--- config.mk ---
export PLATFORM = sky130hd
export DESIGN_NAME = dsq_sequencer
export DESIGN_NICKNAME = d
export VERILOG_FILES = /design/src/hw/dsq_pkg.sv /design/src/hw/dsq_tmr_if.sv /design/src/hw/dsq_timer.sv /design/src/hw/dsq_sequencer.sv
export SDC_FILE = /design/constraint.sdc
export NUM_CORES = 1
export LEC_CHECK = 0
export BUFFER_PORTS_ARGS = -buffer_cell sky130_fd_sc_hd__buf_4
export CAP_MARGIN = 20
export CELL_PAD_IN_SITES_DETAIL_PLACEMENT = 2
export CELL_PAD_IN_SITES_GLOBAL_PLACEMENT = 2
export CORE_UTILIZATION = 30
export CTS_CLUSTER_DIAMETER = 80
export DETAILED_ROUTE_END_ITERATION = 10
export PLACE_DENSITY_LB_ADDON = 0.1
export SLEW_MARGIN = 20
export SYNTH_ARGS = -nofsm -noshare
export SYNTH_HDL_FRONTEND = slang
export SYNTH_HIERARCHICAL = 1
export SYNTH_SLANG_ARGS = --single-unit
--- constraint.sdc ---
create_clock -name pclk -period 24.9 [get_ports pclk]
set_input_delay 1.245 -clock pclk [delete_from_list [all_inputs] [get_ports pclk]]
set_output_delay 1.245 -clock pclk [all_outputs]
set_load 0.005 [all_outputs]
--- src/hw/dsq_pkg.sv ---
package dsq_pkg;
  // clock and timing
  localparam int CLK_NS = 25;
  localparam int DLY_STEP_US = 500;
  localparam int DLY_STEP_CYC = DLY_STEP_US * 1000 / CLK_NS;
  localparam int DETECT_CYC = 6;
  localparam int SS_SLOW_NS = 62500;
  localparam int SS_SLOW_CYC = SS_SLOW_NS / CLK_NS;
  localparam int PG_STATIC_NS = 200;
  localparam int PG_STATIC_CYC = PG_STATIC_NS / CLK_NS;
  localparam int CB_STATIC_NS = 400;
  localparam int CB_STATIC_CYC = CB_STATIC_NS / CLK_NS;
  localparam int CHG_DLY_US = 250;
  localparam int CHG_DLY_CYC = CHG_DLY_US * 1000 / CLK_NS;
  localparam int AVG_MS = 80;
  localparam int AVG_SAMPLES = 32;
  localparam int AVG_PACE_CYC = AVG_MS * 1000000 / AVG_SAMPLES / CLK_NS;
  // voltages in 6.25 mV steps
  localparam int TGT_W = 9;
  localparam logic [8:0] BOOT_STEPS = 9'h0A8;
  localparam logic [6:0] UV_BASE = 7'h50;
  localparam logic [6:0] OV_BASE = 7'h30;
  localparam logic [6:0] WIN_STEP = 7'h08;
  localparam logic [8:0] CB_RESET = 9'h030;
  // register map
  localparam int ADDR_W = 8;
  localparam logic [7:0] OFS_DELAY = 8'h00;
  localparam logic [7:0] OFS_SLOPE = 8'h04;
  localparam logic [7:0] OFS_WIN = 8'h08;
  localparam logic [7:0] OFS_STATUS = 8'h0C;
  localparam logic [7:0] OFS_IRQ_STAT = 8'h10;
  localparam logic [7:0] OFS_IRQ_MASK = 8'h14;
  localparam logic [7:0] OFS_MONITOR = 8'h18;
  localparam logic [7:0] OFS_TARGET = 8'h1C;
  localparam int WIN_LO_LSB = 0;
  localparam int WIN_HI_LSB = 4;
  localparam int WIN_AVG_BIT = 8;
  localparam logic [2:0] DELAY_RST = 3'h3;
  localparam logic [2:0] SLOPE_RST = 3'h2;
  localparam logic [2:0] LOWIN_RST = 3'h0;
  localparam logic [1:0] HIWIN_RST = 2'h0;
  // interrupt events
  localparam int EV_W = 4;
  localparam int EV_OK_UP = 0;
  localparam int EV_OK_DOWN = 1;
  localparam int EV_CROWBAR = 2;
  localparam int EV_ABORT = 3;

  typedef enum logic [3:0] {
    ST_IDLE, ST_INIT_DLY, ST_DETECT, ST_BOOT_RAMP, ST_BOOT_HOLD,
    ST_FINAL_RAMP, ST_MASK, ST_OK_BLANK, ST_RUN
  } dsq_state_t;

  // cycles per 6.25 mV step for each slope code
  function automatic logic [11:0] dsq_step_cyc(input logic [2:0] c);
    dsq_step_cyc = 12'(SS_SLOW_CYC / (2 * int'(c) + 1));
  endfunction
endpackage

--- src/hw/dsq_tmr_if.sv ---
interface dsq_tmr_if #(parameter int TW = 24);
  logic load;
  logic [TW-1:0] count;
  logic done;
  modport ctl(output load, output count, input done);
  modport tmr(input load, input count, output done);
endinterface

--- src/hw/dsq_timer.sv ---
module dsq_timer #(parameter int TW = 24) (
  input wire logic clk,
  input wire logic rst_n,
  input wire logic ce,
  dsq_tmr_if.tmr t
);
  logic [TW-1:0] cnt_ff;

  // reload on request, otherwise count down to zero
  always_ff @(posedge clk or negedge rst_n) begin
    if (!rst_n) begin
      cnt_ff <= '0;
    end else if (ce) begin
      if (t.load) begin
        cnt_ff <= t.count;
      end else if (cnt_ff != '0) begin
        cnt_ff <= cnt_ff - 1'b1;
      end
    end
  end

  // a period of n cycles ends on the n-th edge after the load edge
  assign t.done = ce && !t.load && (cnt_ff == TW'(1));
endmodule

--- src/hw/dsq_sequencer.sv ---
import dsq_pkg::*;

module dsq_sequencer #(
  parameter int DLY_UNIT_CYC = dsq_pkg::DLY_STEP_CYC,
  parameter int CHG_CYC = dsq_pkg::CHG_DLY_CYC,
  parameter int PACE_CYC = dsq_pkg::AVG_PACE_CYC,
  parameter int TW = 24
) (
  input wire logic pclk,
  input wire logic presetn,
  input wire logic clk_en,
  input wire logic psel,
  input wire logic penable,
  input wire logic pwrite,
  input wire logic [dsq_pkg::ADDR_W-1:0] paddr,
  input wire logic [31:0] pwdata,
  output logic [31:0] prdata,
  output logic pready,
  output logic pslverr,
  input wire logic enable,
  input wire logic supply_lockout,
  input wire logic [7:0] voltage_code,
  input wire logic live_code_change,
  input wire logic [2:0] phase_tied,
  input wire logic [dsq_pkg::TGT_W-1:0] sense_level,
  input wire logic [7:0] adc_sample,
  input wire logic adc_valid,
  output logic adc_start,
  output logic pwm_force_low,
  output logic [2:0] phase_count,
  output logic [dsq_pkg::TGT_W-1:0] dac_target,
  output logic output_ok_flag,
  output logic irq
);
  import dsq_pkg::*;

  // elaboration checks: longest delay and slow counts must fit
  if (DLY_UNIT_CYC < 1 || DLY_UNIT_CYC * 8 >= 2 ** TW) begin : g_chk_dly
    $error("delay unit does not fit timer width");
  end
  if (CHG_CYC < 1 || CHG_CYC >= 2 ** 20) begin : g_chk_chg
    $error("code change delay out of range");
  end
  if (PACE_CYC < 2 || PACE_CYC >= 2 ** 24) begin : g_chk_pace
    $error("monitor pace out of range");
  end

  dsq_state_t state_ff;
  logic [2:0] dly_ff, slope_ff, lowin_ff;
  logic [1:0] hiwin_ff;
  logic avg_en_ff;
  logic [EV_W-1:0] stat_ff, mask_ff, ev;
  logic [TGT_W-1:0] target_ff, code_lat_ff;
  logic [11:0] step_cnt_ff;
  logic [2:0] det_cnt_ff;
  logic [2:0] phase_ff;
  logic ok_ff, cb_ff;
  logic [19:0] pg_cnt_ff, cb_cnt_ff;
  logic [23:0] pace_ff;
  logic [12:0] acc_ff;
  logic [4:0] nsmp_ff;
  logic [7:0] mon_ff;
  logic [31:0] rdata_ff;
  logic err_ff;
  logic go, step_due, uv_bad, ov_bad;
  logic [6:0] uv_off, ov_off;
  logic [19:0] pg_lim, cb_lim;
  logic wr, setup;

  dsq_tmr_if #(.TW(TW)) tmr ();
  dsq_timer #(.TW(TW)) u_timer (
    .clk(pclk),
    .rst_n(presetn),
    .ce(clk_en),
    .t(tmr.tmr)
  );

  assign go = enable && !supply_lockout;
  assign step_due = (step_cnt_ff >= dsq_step_cyc(slope_ff) - 12'h001);

  // timer loads on entry to each delay stage with the current setting
  always_comb begin
    tmr.load = 1'b0;
    unique case (state_ff)
      ST_IDLE: tmr.load = go;
      ST_BOOT_RAMP: tmr.load = go && (target_ff == BOOT_STEPS);
      ST_MASK: tmr.load = go && !live_code_change;
      default: tmr.load = 1'b0;
    endcase
  end
  // delay is (code+1) half-millisecond units
  assign tmr.count = TW'(DLY_UNIT_CYC * (int'(dly_ff) + 1));

  // start-up sequencer
  always_ff @(posedge pclk or negedge presetn) begin
    if (!presetn) begin
      state_ff <= ST_IDLE;
    end else if (clk_en) begin
      if (!go) begin
        state_ff <= ST_IDLE;
      end else begin
        unique case (state_ff)
          ST_IDLE: state_ff <= ST_INIT_DLY;
          ST_INIT_DLY: if (tmr.done) begin
            state_ff <= ST_DETECT;
          end
          ST_DETECT: if (det_cnt_ff == 3'(DETECT_CYC - 1)) begin
            state_ff <= ST_BOOT_RAMP;
          end
          ST_BOOT_RAMP: if (target_ff == BOOT_STEPS) begin
            state_ff <= ST_BOOT_HOLD;
          end
          ST_BOOT_HOLD: if (tmr.done) begin
            state_ff <= ST_FINAL_RAMP;
          end
          ST_FINAL_RAMP: if (target_ff == code_lat_ff) begin
            state_ff <= ST_MASK;
          end
          // ok masking ends once the code stops moving
          ST_MASK: if (!live_code_change) begin
            state_ff <= ST_OK_BLANK;
          end
          ST_OK_BLANK: if (tmr.done) begin
            state_ff <= ST_RUN;
          end
          ST_RUN: state_ff <= ST_RUN;
        endcase
      end
    end
  end

  // phase detection window and phase count
  always_ff @(posedge pclk or negedge presetn) begin
    if (!presetn) begin
      det_cnt_ff <= 3'h0;
      phase_ff <= 3'h4;
    end else if (clk_en) begin
      if (state_ff != ST_DETECT) begin
        det_cnt_ff <= 3'h0;
      end else begin
        det_cnt_ff <= det_cnt_ff + 3'h1;
        // tied pins drop phases from the top down
        if (det_cnt_ff == 3'(DETECT_CYC - 1)) begin
          phase_ff <= phase_tied[0] ? 3'h1 :
                      phase_tied[1] ? 3'h2 :
                      phase_tied[2] ? 3'h3 : 3'h4;
        end
      end
    end
  end

  // target ramps one 6.25 mV step per slope period
  always_ff @(posedge pclk or negedge presetn) begin
    if (!presetn) begin
      target_ff <= '0;
      step_cnt_ff <= 12'h000;
      code_lat_ff <= '0;
    end else if (clk_en) begin
      if (state_ff == ST_IDLE) begin
        target_ff <= '0;
        step_cnt_ff <= 12'h000;
      end else if (state_ff == ST_BOOT_RAMP ||
                   state_ff == ST_FINAL_RAMP) begin
        step_cnt_ff <= step_due ? 12'h000 : step_cnt_ff + 12'h001;
        if (step_due && state_ff == ST_BOOT_RAMP &&
            target_ff != BOOT_STEPS) begin
          target_ff <= target_ff + 9'h001;
        end else if (step_due && state_ff == ST_FINAL_RAMP) begin
          if (target_ff < code_lat_ff) begin
            target_ff <= target_ff + 9'h001;
          end else if (target_ff > code_lat_ff) begin
            target_ff <= target_ff - 9'h001;
          end
        end
      end else begin
        step_cnt_ff <= 12'h000;
      end
      // code is assumed settled by the end of the hold
      if (state_ff == ST_BOOT_HOLD && tmr.done) begin
        code_lat_ff <= {1'b0, voltage_code};
      end
    end
  end

  // window offsets from settings
  assign uv_off = UV_BASE - 7'(WIN_STEP * lowin_ff);
  assign ov_off = OV_BASE - 7'(WIN_STEP * hiwin_ff);
  assign uv_bad = ({1'b0, sense_level} + 10'(uv_off)) < {1'b0, target_ff};
  assign ov_bad = {1'b0, sense_level} > ({1'b0, target_ff} + 10'(ov_off));
  // slower filters while the code moves, to ride through transitions
  assign pg_lim = live_code_change ? 20'(CHG_CYC) :
                  20'(PG_STATIC_CYC);
  assign cb_lim = live_code_change ? 20'(CHG_CYC) :
                  20'(CB_STATIC_CYC);

  // ok flag: set after blanking, dropped after a filtered fault
  always_ff @(posedge pclk or negedge presetn) begin
    if (!presetn) begin
      ok_ff <= 1'b0;
      pg_cnt_ff <= 20'h00000;
    end else if (clk_en) begin
      if (state_ff != ST_RUN || !go || cb_ff) begin
        ok_ff <= 1'b0;
        pg_cnt_ff <= 20'h00000;
      end else if (uv_bad || ov_bad) begin
        if (pg_cnt_ff >= pg_lim - 20'h00001) begin
          ok_ff <= 1'b0;
        end else begin
          pg_cnt_ff <= pg_cnt_ff + 20'h00001;
        end
      end else begin
        ok_ff <= 1'b1;
        pg_cnt_ff <= 20'h00000;
      end
    end
  end

  // crowbar: latched until output falls below the reset point
  always_ff @(posedge pclk or negedge presetn) begin
    if (!presetn) begin
      cb_ff <= 1'b0;
      cb_cnt_ff <= 20'h00000;
    end else if (clk_en) begin
      if (cb_ff) begin
        cb_cnt_ff <= 20'h00000;
        if (sense_level < CB_RESET) begin
          cb_ff <= 1'b0;
        end
      end else if (ov_bad && state_ff != ST_IDLE) begin
        if (cb_cnt_ff >= cb_lim - 20'h00001) begin
          cb_ff <= 1'b1;
        end else begin
          cb_cnt_ff <= cb_cnt_ff + 20'h00001;
        end
      end else begin
        cb_cnt_ff <= 20'h00000;
      end
    end
  end

  // monitor pacing and 32-sample averaging
  always_ff @(posedge pclk or negedge presetn) begin
    if (!presetn) begin
      pace_ff <= 24'h000000;
      acc_ff <= 13'h0000;
      nsmp_ff <= 5'h00;
      mon_ff <= 8'h00;
    end else if (clk_en) begin
      pace_ff <= adc_start ? 24'h000000 : pace_ff + 24'h000001;
      if (adc_valid && !avg_en_ff) begin
        mon_ff <= adc_sample;
      end else if (adc_valid) begin
        nsmp_ff <= nsmp_ff + 5'h01;
        if (nsmp_ff == 5'(AVG_SAMPLES - 1)) begin
          mon_ff <= 8'((acc_ff + 13'(adc_sample)) >> 5);
          acc_ff <= 13'h0000;
        end else begin
          acc_ff <= acc_ff + 13'(adc_sample);
        end
      end
    end
  end
  assign adc_start = clk_en && (pace_ff == 24'(PACE_CYC - 1));

  // events for the interrupt status
  always_comb begin
    ev = '0;
    ev[EV_OK_UP] = !ok_ff && state_ff == ST_RUN && go && !cb_ff &&
                   !uv_bad && !ov_bad;
    ev[EV_OK_DOWN] = ok_ff && (!go || cb_ff || ((uv_bad || ov_bad) &&
                     pg_cnt_ff >= pg_lim - 20'h00001));
    ev[EV_CROWBAR] = !cb_ff && ov_bad && state_ff != ST_IDLE &&
                     cb_cnt_ff >= cb_lim - 20'h00001;
    ev[EV_ABORT] = !go && state_ff != ST_IDLE;
    ev = clk_en ? ev : '0;
  end

  // apb: data captured in setup, answered in the first access cycle
  assign setup = psel && !penable;
  assign wr = psel && penable && pwrite && !err_ff;

  // settings registers
  always_ff @(posedge pclk or negedge presetn) begin
    if (!presetn) begin
      dly_ff <= DELAY_RST;
      slope_ff <= SLOPE_RST;
      lowin_ff <= LOWIN_RST;
      hiwin_ff <= HIWIN_RST;
      avg_en_ff <= 1'b0;
      mask_ff <= '0;
    end else if (wr) begin
      if (paddr == OFS_DELAY) begin
        dly_ff <= pwdata[2:0];
      end
      if (paddr == OFS_SLOPE) begin
        slope_ff <= pwdata[2:0];
      end
      if (paddr == OFS_WIN) begin
        lowin_ff <= pwdata[WIN_LO_LSB +: 3];
        hiwin_ff <= pwdata[WIN_HI_LSB +: 2];
        avg_en_ff <= pwdata[WIN_AVG_BIT];
      end
      if (paddr == OFS_IRQ_MASK) begin
        mask_ff <= pwdata[EV_W-1:0];
      end
    end
  end

  // sticky status, write one to clear, a new event wins
  always_ff @(posedge pclk or negedge presetn) begin
    if (!presetn) begin
      stat_ff <= '0;
    end else if (wr && paddr == OFS_IRQ_STAT) begin
      stat_ff <= (stat_ff & ~pwdata[EV_W-1:0]) | ev;
    end else begin
      stat_ff <= stat_ff | ev;
    end
  end

  // read data and error captured at setup
  always_ff @(posedge pclk or negedge presetn) begin
    if (!presetn) begin
      rdata_ff <= 32'h00000000;
      err_ff <= 1'b0;
    end else if (setup) begin
      err_ff <= 1'b0;
      unique case (paddr)
        OFS_DELAY: rdata_ff <= {29'h0, dly_ff};
        OFS_SLOPE: rdata_ff <= {29'h0, slope_ff};
        OFS_WIN: rdata_ff <= {23'h0, avg_en_ff, 2'h0, hiwin_ff, 1'b0,
                              lowin_ff};
        OFS_STATUS: rdata_ff <= {22'h0, go, phase_ff, cb_ff, ok_ff,
                                 4'(state_ff)};
        OFS_IRQ_STAT: rdata_ff <= {28'h0, stat_ff};
        OFS_IRQ_MASK: rdata_ff <= {28'h0, mask_ff};
        OFS_MONITOR: rdata_ff <= {24'h0, mon_ff};
        OFS_TARGET: rdata_ff <= {23'h0, target_ff};
        default: begin
          rdata_ff <= 32'h00000000;
          err_ff <= 1'b1;
        end
      endcase
    end
  end

  assign prdata = rdata_ff;
  assign pready = 1'b1;
  assign pslverr = psel && penable && err_ff;
  assign irq = |(stat_ff & mask_ff);
  // pwm held low outside regulation or on crowbar
  assign pwm_force_low = cb_ff || state_ff == ST_IDLE ||
                         state_ff == ST_INIT_DLY || state_ff == ST_DETECT;
  assign phase_count = phase_ff;
  assign dac_target = target_ff;
  assign output_ok_flag = ok_ff;
endmodule

# [Word level (Yosys, flattened, before mapping)]
# Index checks and enable logic that the tools add are counted.
[classes] mul=1 n_addsub=19 muxes=49 n_eq_ne=34 n_lt_le_gt_ge=8 bitwise=7 n_div=1 reduce_logical=75
[op_table] op="20-bit 2-to-1 mux" count=6
[op_table] op="10-bit case mux with 8 select lines" count=1
[op_table] op="24-bit 2-to-1 mux" count=3
[op_table] op="9-bit 2-to-1 mux" count=6
[op_table] op="20-bit by 1-bit adder with 20-bit output (second input constant)" count=2
[op_table] op="20-bit greater-or-equal comparator" count=2
[op_table] op="4-bit 2-to-1 mux" count=10
[op_table] op="12-bit 2-to-1 mux" count=3
[op_table] op="4-bit case mux with 9 select lines" count=1
[op_table] op="13-bit by 32-bit divider with 32-bit output (first input constant)" count=1
[op_table] op="8-bit by 5-bit equality test with 1-bit output (second input constant)" count=4
[op_table] op="3-bit != test (second input constant)" count=10
[op_table] op="14-bit by 1-bit subtractor with 15-bit output (second input constant)" count=2
[op_table] op="1-bit logical AND" count=29
[op_table] op="14-bit 2-to-1 mux" count=2
[op_table] op="24-bit by 1-bit adder with 24-bit output (second input constant)" count=1
[op_table] op="24-bit by 1-bit equality test with 1-bit output (second input constant)" count=1
[op_table] op="24-bit by 17-bit equality test with 1-bit output (second input constant)" count=1
[op_table] op="8-bit 2-to-1 mux" count=3
[op_table] op="24-bit nonzero test" count=1
[op_table] op="24-bit by 1-bit subtractor with 24-bit output (second input constant)" count=1
[op_table] op="9-bit by 7-bit adder with 10-bit output" count=2
[op_table] op="2-bit AND reduction" count=9
[op_table] op="4-bit by 3-bit equality test with 1-bit output (second input constant)" count=4
[op_table] op="other kinds (50)" count=89
[word_totals] reg_bits=208 output_inout_bits=50 inputBits=78

# [Logic depth before layout (Yosys ltp)]
# Gate-level depths: netlist of the first run.
[logic_depth] depth_word=10 depth_mapped=97 mapped_depth_nobuf=95

# [Cells and area by module]
# The synthesis of the first run kept the hierarchy.
[by_module_without_submodules] module="dsq_sequencer" seq_area_each_um2=4058.9 cells_each=1747 n_inst=1 area_each_um2=14605.3
[by_module_without_submodules] module="dsq_timer" seq_area_each_um2=600.6 cells_each=191 n_inst=1 area_each_um2=1589.0

# [Least setup slack after synthesis of the first run]
# No wires, ideal clock.
[synth_timing] kind="register to register" start="register slope_ff[2]" end="register target_ff[7] (netlist: dac_target[7])" n_path_buf=2 path_stages_with_launch=94 required_ns=24.768 arrival_time_ns=18.190 setup_slack_ns=6.577 path_cell_list="dfrtp_1 > clkbuf_1 > inv_1 > ha_1 > and2b_1 > and2_1 > ha_1 > a21o_1 > nor2_2 > o21ai_0 > ha_1 > nor2b_1 > o311a_1 > or2_1 > buf_6 > nand3_2 > inv_1 > o21ai_0 > [... 58 more ...] > a21o_1 > a21o_1 > a21o_1 > a21o_1 > a21oi_1 > nor2b_1 > o21ai_0 > nand2b_1 > a21o_1 > a21oi_1 > o21bai_1 > nand2b_1 > nor4_1 > and4_1 > a41oi_1 > nor2b_1 > o21ai_0 > o31ai_1"
[synth_between] elab_chain_len=9 elab_cells_between_ends=13
[synth_lines] item="start: declaration" line="dsq_sequencer.sv:49" source="logic [2:0] dly_ff, slope_ff, lowin_ff;"
[synth_lines] item="start signal: assignment" line="dsq_sequencer.sv:296" source="slope_ff <= pwdata[2:0];"
[synth_lines] item="4-bit by 1-bit adder with 5-bit output *" line="dsq_pkg.sv:56" source="dsq_step_cyc = 12'(SS_SLOW_CYC / (2 * int'(c) + 1));"
[synth_lines] item="13-bit by 32-bit divider with 32-bit output *" line="dsq_pkg.sv:56"
[synth_lines] item="12-bit by 1-bit subtractor with 12-bit output *" line="dsq_sequencer.sv:79" source="assign step_due = (step_cnt_ff >= dsq_step_cyc(slope_ff) - 12'h001);"
[synth_lines] item="12-bit greater-or-equal comparator *" line="dsq_sequencer.sv:79"
[synth_lines] item="1-bit logical AND (2 in a row)" line="dsq_sequencer.sv:165" source="if (step_due && state_ff == ST_BOOT_RAMP &&"
[synth_lines] item="9-bit 2-to-1 mux" line="dsq_sequencer.sv:165"
[synth_lines] item="9-bit 2-to-1 mux" line="dsq_sequencer.sv:162" source="end else if (state_ff == ST_BOOT_RAMP ||"
[synth_lines] item="9-bit 2-to-1 mux" line="dsq_sequencer.sv:159" source="if (state_ff == ST_IDLE) begin"
[synth_lines] item="end signal: assignment" line="dsq_sequencer.sv:167" source="target_ff <= target_ff + 9'h001;"
[synth_lines] item="end signal: assignment" line="dsq_sequencer.sv:170" source="target_ff <= target_ff + 9'h001;"
[synth_lines] item="end signal: assignment" line="dsq_sequencer.sv:172" source="target_ff <= target_ff - 9'h001;"
[synth_lines] item="end: declaration" line="dsq_sequencer.sv:53" source="logic [TGT_W-1:0] target_ff, code_lat_ff;"
# Mark *: on every way between the ends. The rest lies on a longest branch, timed or not. The select of a mux whose other input is x is not followed.
# A chain may end at the register's enable or synchronous reset.

# [Worst setup path after layout of the first run]
[layout_timing] start="register slope_ff[1]" end="register target_ff[7] (netlist: dac_target[7])"
# Same word-level chain as after synthesis.

==> metrics.md, run 1 <==
| Metric | Value |
|---|---|
| Maximum clock insertion buffer count | `2` |
| Crit path launch type | `flop` |
| Final WL | `58.2 mm` |
| Post-synthesis instance total | `1938` |
| Die height | `234 µm` |
| Most frequent cells in the layout | `197 x nand2_1, 187 x nor2_1, 182 x dfrtp_1` |
| Worst-margin pin slew | `1.02 ns` |
| CP max-delay cell | `dfstp_2` |
| Gr ovfl total | `0` |
| Hold buffer count at CTS | `0` |
| Via Count | `15000` |
| Fin Setup TNS | `0 ns` |
| Minimum hold slack | `0.477 ns` |
| Crit path required time | `25.23 ns` |
| Antenna-violating nets left | `0` |
| Clock skew | `0.0139 ns` |
| Final setup violation count | `0` |
| Num rows | `84` |
| Final hold vios | `0` |
| Yosys warns | `6` |
| HPWL after DPL | `45.1 mm` |
| Initial antenna violation count | `3` |
| Power Dens Cells | `48.1 nW/µm²` |
| Layout Nets | `2202` |
| Critical path arrival | `23.42 ns` |
| Avg Vias per Cell | `5.57` |
| Pin count of the biggest net entering global routing | `70` |
| Area Overhead vs Synth | `11.3%` |
| Minimum clock period | `23.10 ns` |
| FF-to-FF Start | `slope_ff[1]` |
| Final worst path period share | `0.928` |
| First-pass GRT wire length | `93.0 mm` |
| CTS Buf Count | `17` |
| Sequential element share of the synthesized area | `0.288` |
| Post-CTS setup buffer count | `0` |
| Mapped Avg Cell Area | `8.36 µm²` |
| Most used cell, CP | `ha_1` |
| Top delay family on crit path | `simple AND/OR/NAND/NOR gates` |
| Critical path's largest stage delay | `0.82 ns` |
| Clk slew on worst S/H paths | `0.08 ns` |
| Routability cong. | `0.894` |
| Worst min path class | `flop to flop` |
| Drt wl/cell | `21.6 µm` |
| Core area | `53000 µm²` |
| Post-synthesis cell type count | `120` |
| Crit. End Element | `flop` |
| Full die area | `54900 µm²` |
| Async S/R FF share, synth | `1.00` |
| PortBufs | `79` |
| Initial drt markers | `623` |
| Status | `finished clean` |
| Worst R2R Setup Slack | `1.80 ns` |
| GRT Total Usage | `0.218` |
| Die width | `234 µm` |
| Worst slew margin | `0.321` |
| Clock Latency Late Sink | `0.46 ns` |
| EDFF count, synth | `0` |
| Fill count | `6096` |
| Cell Area, Synth | `16200 µm²` |
| Boundary Pins | `128` |
| CTS Root Cell | `clkbuf_16` |
| Vias in the first global route | `16400` |
| Pre-antenna DRT Iters | `4` |
| Commonest non-fill, non-tap cell in the layout | `nand2_1` |
| Hold Crit Start | `nsmp_ff[3]` |
| CP max FO | `18` |
| Max Cap Viol | `0` |
| H-tree depth | `4` |
| Layout cells sized above 1 | `0.118` |
| Crit path kind | `flop to flop` |
| Worst path bufs/invs | `6` |
| Ys flop type | `dfrtp_1` |
| Initial Utilization | `0.306` |
| Max Freq | `0.0433 GHz` |
| Max Slew Vio Count | `0` |
| Max VDD drop | `0.0512 mV` |
| FF+latch count, synth | `186` |
| Post-CTS resize count | `0` |
| Leak | `7.91 nW` |
| Residual DRC | `0` |
| RSZ-0062 raised after global routing | `false` |
| Num Clock Sinks | `186` |
| CTS tree | `done` |
| Crit path launch | `slope_ff[1]` |
==> per-stage QoR <==
stage | util | cells | power (W) | worst slack [ns] | instance area, µm²
4_1_cts | 0.340 | 2694 | 0.000878 | 1.85 | 18000
3_3_place_gp | 0.329 | 2662 | 0.000585 | 2.44 | 17400
2_1_floorplan | - | 1971 | 0.000514 | 6.58 | 16300
3_5_place_dp | 0.329 | 2662 | 0.000594 | 1.97 | 17400
5_1_grt | 0.340 | 2695 | 0.000915 | 0.0782 | 18000
6_report | 0.340 | 2696 | 0.000866 | 1.80 | 18000
==> cell families (layout without fill, tap and decap cells) <==
logic type | after synthesis | in the layout | share of synthesized area
XOR/XNOR | 100 | 100 | 0.0541
AND/OR/NAND/NOR | 769 | 769 | 0.243
other | 2 | 37 | 0.000464
adder cells (fa/ha/maj) | 131 | 131 | 0.105
flip-flops | 186 | 186 | 0.288
buffers and inverters | 173 | 208 | 0.0485
multiplexers | 63 | 63 | 0.0460
AO/OA/AOI/OAI | 514 | 514 | 0.215
==> routing by layer <==
metal,vias up,GRT usage,wire [µm]
li1,7145,-,-
met2,149,0.380,28600
met4,2,0.0716,1340
met5,-,0,7
met3,60,0.0213,1130
met1,7665,0.280,27100
==> synth_stat cells (14+ instances only) <==
master	n	area (µm²)
xor2_1	47	412
nand4_1	35	219
or3_1	21	131
a22oi_1	14	105
nand3_1	59	295
xnor2_1	53	464
a31oi_1	15	93.8
clkbuf_1	48	180
a211oi_1	14	105
mux2_2	30	338
mux2i_1	23	230
o21ai_0	156	781
and3_1	26	163
nor2_1	188	706
nor3_1	59	295
nor4_1	31	194
dfrtp_1	182	4550
a21o_1	31	233
nor2b_1	31	194
and2_1	16	100
ha_1	123	1540
buf_4	25	188
inv_1	77	289
nand2b_1	28	175
a21oi_1	97	485
nand2_1	197	739
o31ai_1	24	180
==> state kept, by name, summed over array words and instances, names as in the netlist, 3 cells and up <==
register,count
prdata,10
lowin_ff,3
slope_ff,3
mask_ff,4
dac_target,9
cb_cnt_ff,20
phase_count,3
dly_ff,3
code_lat_ff,8
pg_cnt_ff,20
u_timer/cnt_ff,24
stat_ff,4
acc_ff,13
det_cnt_ff,3
step_cnt_ff,12
mon_ff,8
nsmp_ff,5
pace_ff,24
state_ff,4
==> layout make-up <==
class	count	area (µm²)	share of cell area
diodes	2	5.00	0.000278
clock buffers	17	425	0.0236
clock inverters	15	148	0.00819
inverters	82	310	0.0172
multi-input cells	1612	10900	0.605
flip-flops and latches	186	4660	0.259
well taps	688	861	0.0478
repair buffers	94	712	0.0395
==> report_power, final <==
part	switching, W	leakage [nW]	internal, W	total (W)
logic	0.000149	5.17	0.0000835	0.000233
clock network	0.000143	0.274	0.000134	0.000277
registers	0.0000328	2.46	0.000324	0.000357
total	0.000325	7.91	0.000541	0.000866
==> worst paths after layout <==
path / endpoint / depth (start not counted)
hold reg to reg: nsmp_ff[3] / 1
min in group asynchronous: cb_cnt_ff[0] / 1
max in group asynchronous: u_timer/cnt_ff[13] / 2
setup / recovery: dac_target[7] / 91
setup reg to reg: dac_target[7] / 91
hold / removal: nsmp_ff[3] / 1
(Power assumes the default switching activity.)
==> run 2: changes to the inputs <==
--- a/config.mk
+++ b/config.mk
@@ -12,7 +12,7 @@
 export CORE_UTILIZATION = 30
 export CTS_CLUSTER_DIAMETER = 80
 export DETAILED_ROUTE_END_ITERATION = 10
-export PLACE_DENSITY_LB_ADDON = 0.1
+export PLACE_DENSITY = 0.65
 export SLEW_MARGIN = 20
 export SYNTH_ARGS = -nofsm -noshare
 export SYNTH_HDL_FRONTEND = slang
==> run 2 against run 1 <==
  * Core utilization rose by 0.22 points
  * Clock-buffer cell count is the same
  * Clock power up 14%
  * Sequential share of layout area fell by 0.17 points
  * Critical path depth is 1 higher
  * Global-route usage fell by 0.23 points
  * Fmax is 0.81% higher
  * Worst hold slack lost 0.0098 ns
  * Sequential power hardly changed
  * Combinational power barely moved
  * Largest cell class unchanged
  * Largest power group unchanged
==> metrics.md, run 2 (synthesis results as in run 1) <==
| Metric | Value |
|---|---|
| Status | `finished clean` |
| Pre-antenna DRT Iters | `4` |
| Boundary Pins | `128` |
| Initial drt markers | `618` |
| RSZ-0062 raised after global routing | `false` |
| Via Count | `15000` |
| Worst-margin pin slew | `0.987 ns` |
| Initial antenna violation count | `4` |
| Top delay family on crit path | `simple AND/OR/NAND/NOR gates` |
| Max VDD drop | `0.0460 mV` |
| Die height | `234 µm` |
| Final hold vios | `0` |
| Leak | `7.97 nW` |
| First-pass GRT wire length | `93.2 mm` |
| FF-to-FF Start | `slope_ff[1]` |
| Most frequent cells in the layout | `197 x nand2_1, 187 x nor2_1, 182 x dfrtp_1` |
| Clock skew | `0.0120 ns` |
| Post-place setup slack | `1.92 ns` |
| Full die area | `54900 µm²` |
| CP max-delay cell | `dfstp_2` |
| Max Freq | `0.0436 GHz` |
| Die width | `234 µm` |
| Pin count of the biggest net entering global routing | `118` |
| Core area | `53000 µm²` |
| Most used cell, CP | `ha_1` |
| Worst path bufs/invs | `7` |
| Fin Setup TNS | `0 ns` |
| Crit path kind | `flop to flop` |
| Hold Crit Start | `nsmp_ff[3]` |
| H-tree depth | `4` |
| HPWL after DPL | `44.6 mm` |
| Power Dens Cells | `49.7 nW/µm²` |
| Biggest regs | `pace_ff x24, u_timer/cnt_ff x24` |
| Crit path launch | `slope_ff[1]` |
| Routability cong. | `0.877` |
| Max Cap Viol | `0` |
| Residual DRC | `0` |
| Antenna-violating nets left | `0` |
| Clock Latency Late Sink | `0.45 ns` |
| CP max FO | `18` |
| CTS Root Cell | `clkbuf_16` |
| Initial Utilization | `0.306` |
| Worst min path class | `flop to flop` |
| Critical path's largest stage delay | `0.81 ns` |
| Gr ovfl total | `0` |
| Area Overhead vs Synth | `12.0%` |
| PortBufs | `79` |
| Commonest non-fill, non-tap cell in the layout | `nand2_1` |
| Worst setup slack after layout | `1.99 ns` |
| Avg Vias per Cell | `5.58` |
| Num rows | `84` |
| Layout cells sized above 1 | `0.119` |
| Crit path launch type | `flop` |
| Final worst path period share | `0.920` |
| Pwr Total | `0.000902 W` |
| CTS Buf Count | `17` |
| Layout Nets | `2204` |
| Final setup violation count | `0` |
| Critical path arrival | `23.22 ns` |
| Num Clock Sinks | `186` |
| Clk slew on worst S/H paths | `0.07 ns` |
| Minimum clock period | `22.91 ns` |
| GRT Total Usage | `0.216` |
| Crit path required time | `25.21 ns` |
| Worst slew margin | `0.335` |
| Vias in the first global route | `16500` |
| CTS tree | `done` |
| Maximum clock insertion buffer count | `2` |
| Drt wl/cell | `21.4 µm` |
| Crit. End Element | `flop` |
| Max Slew Vio Count | `0` |
| Final WL | `57.7 mm` |
==> run 2: cell count changes in the layout (fill, tap and decap cells not counted) <==
cell / before / now
bufinv_16: 0 / 5
clkinv_4: 1 / 2
a21oi_1: 96 / 97
clkinv_8: 1 / 0
a21oi_2: 2 / 1
buf_16: 0 / 1
buf_4: 93 / 94
clkinvlp_4: 3 / 2
inv_6: 5 / 3
inv_8: 5 / 2
clkinv_2: 0 / 1
diode_2: 2 / 1
==> run 2: worst register-to-register path, delay by kind of cell, from the launching register on <==
| kind | cells | cell delay (ns) |
|---|---|---|
| muxes | 3 | 0.96 |
| adders and majority gates | 11 | 3.19 |
| xor gates and xnor gates | 1 | 0.13 |
| AOI/OAI and AO/OA | 33 | 7.75 |
| and+or+nand+nor | 37 | 8.61 |
| buffers and inverters | 7 | 1.33 |
| DFF | 1 | 0.81 |
==> run 2: where the power goes <==
part / internal, W / switching, W / leakage [nW]
registers: 0.000324 / 0.0000313 / 2.46
clock network: 0.000181 / 0.000134 / 0.318
logic: 0.0000840 / 0.000148 / 5.19
==> run 2: area by class of cell <==
cell class	instances	area [µm²]
fillers	6056	34800
multi-input cells	1612	10900
flip-flops and latches	186	4660
well taps	688	861
repair buffers	96	747
clock buffers	17	425
inverters	82	310
clock inverters	15	236
diodes	1	2.50
==> run 2: per-layer routing <==
metal,GRT usage,wire length (µm)
met5,0,34
met4,0.0637,1290
met3,0.0212,1130
met2,0.379,28700
met1,0.277,26500
==> run 2: timing repair <==
item | CTS | global route
setup buffers | 0 | 4
resized for setup | 0 | 0
endpoints found under the setup margin | 0 | 6
hold buffers | 0 | 0
==> run 2: path summary, 6_finish.rpt <==
check	cells past startpoint	slack [ns]	end
setup reg to reg	92	1.99	dac_target[8]
setup / recovery	92	1.99	dac_target[8]
max in group asynchronous	3	22.50	nsmp_ff[0]
min in group asynchronous	1	0.70	cb_cnt_ff[14]
hold reg to reg	1	0.47	nsmp_ff[3]
hold / removal	1	0.47	nsmp_ff[3]
==> run 2: metrics by stage <==
step / hold slack (ns) / util / cell area [µm²] / std cells
final: 0.467 / 0.342 / 18100 / 2697
after global routing: 0.495 / 0.342 / 18100 / 2697
after CTS: 0.469 / 0.341 / 18100 / 2691
after detailed placement: 0.455 / 0.329 / 17400 / 2659
after global placement: 0.457 / 0.329 / 17400 / 2659
after floorplan: 0.434 / - / 16300 / 1971
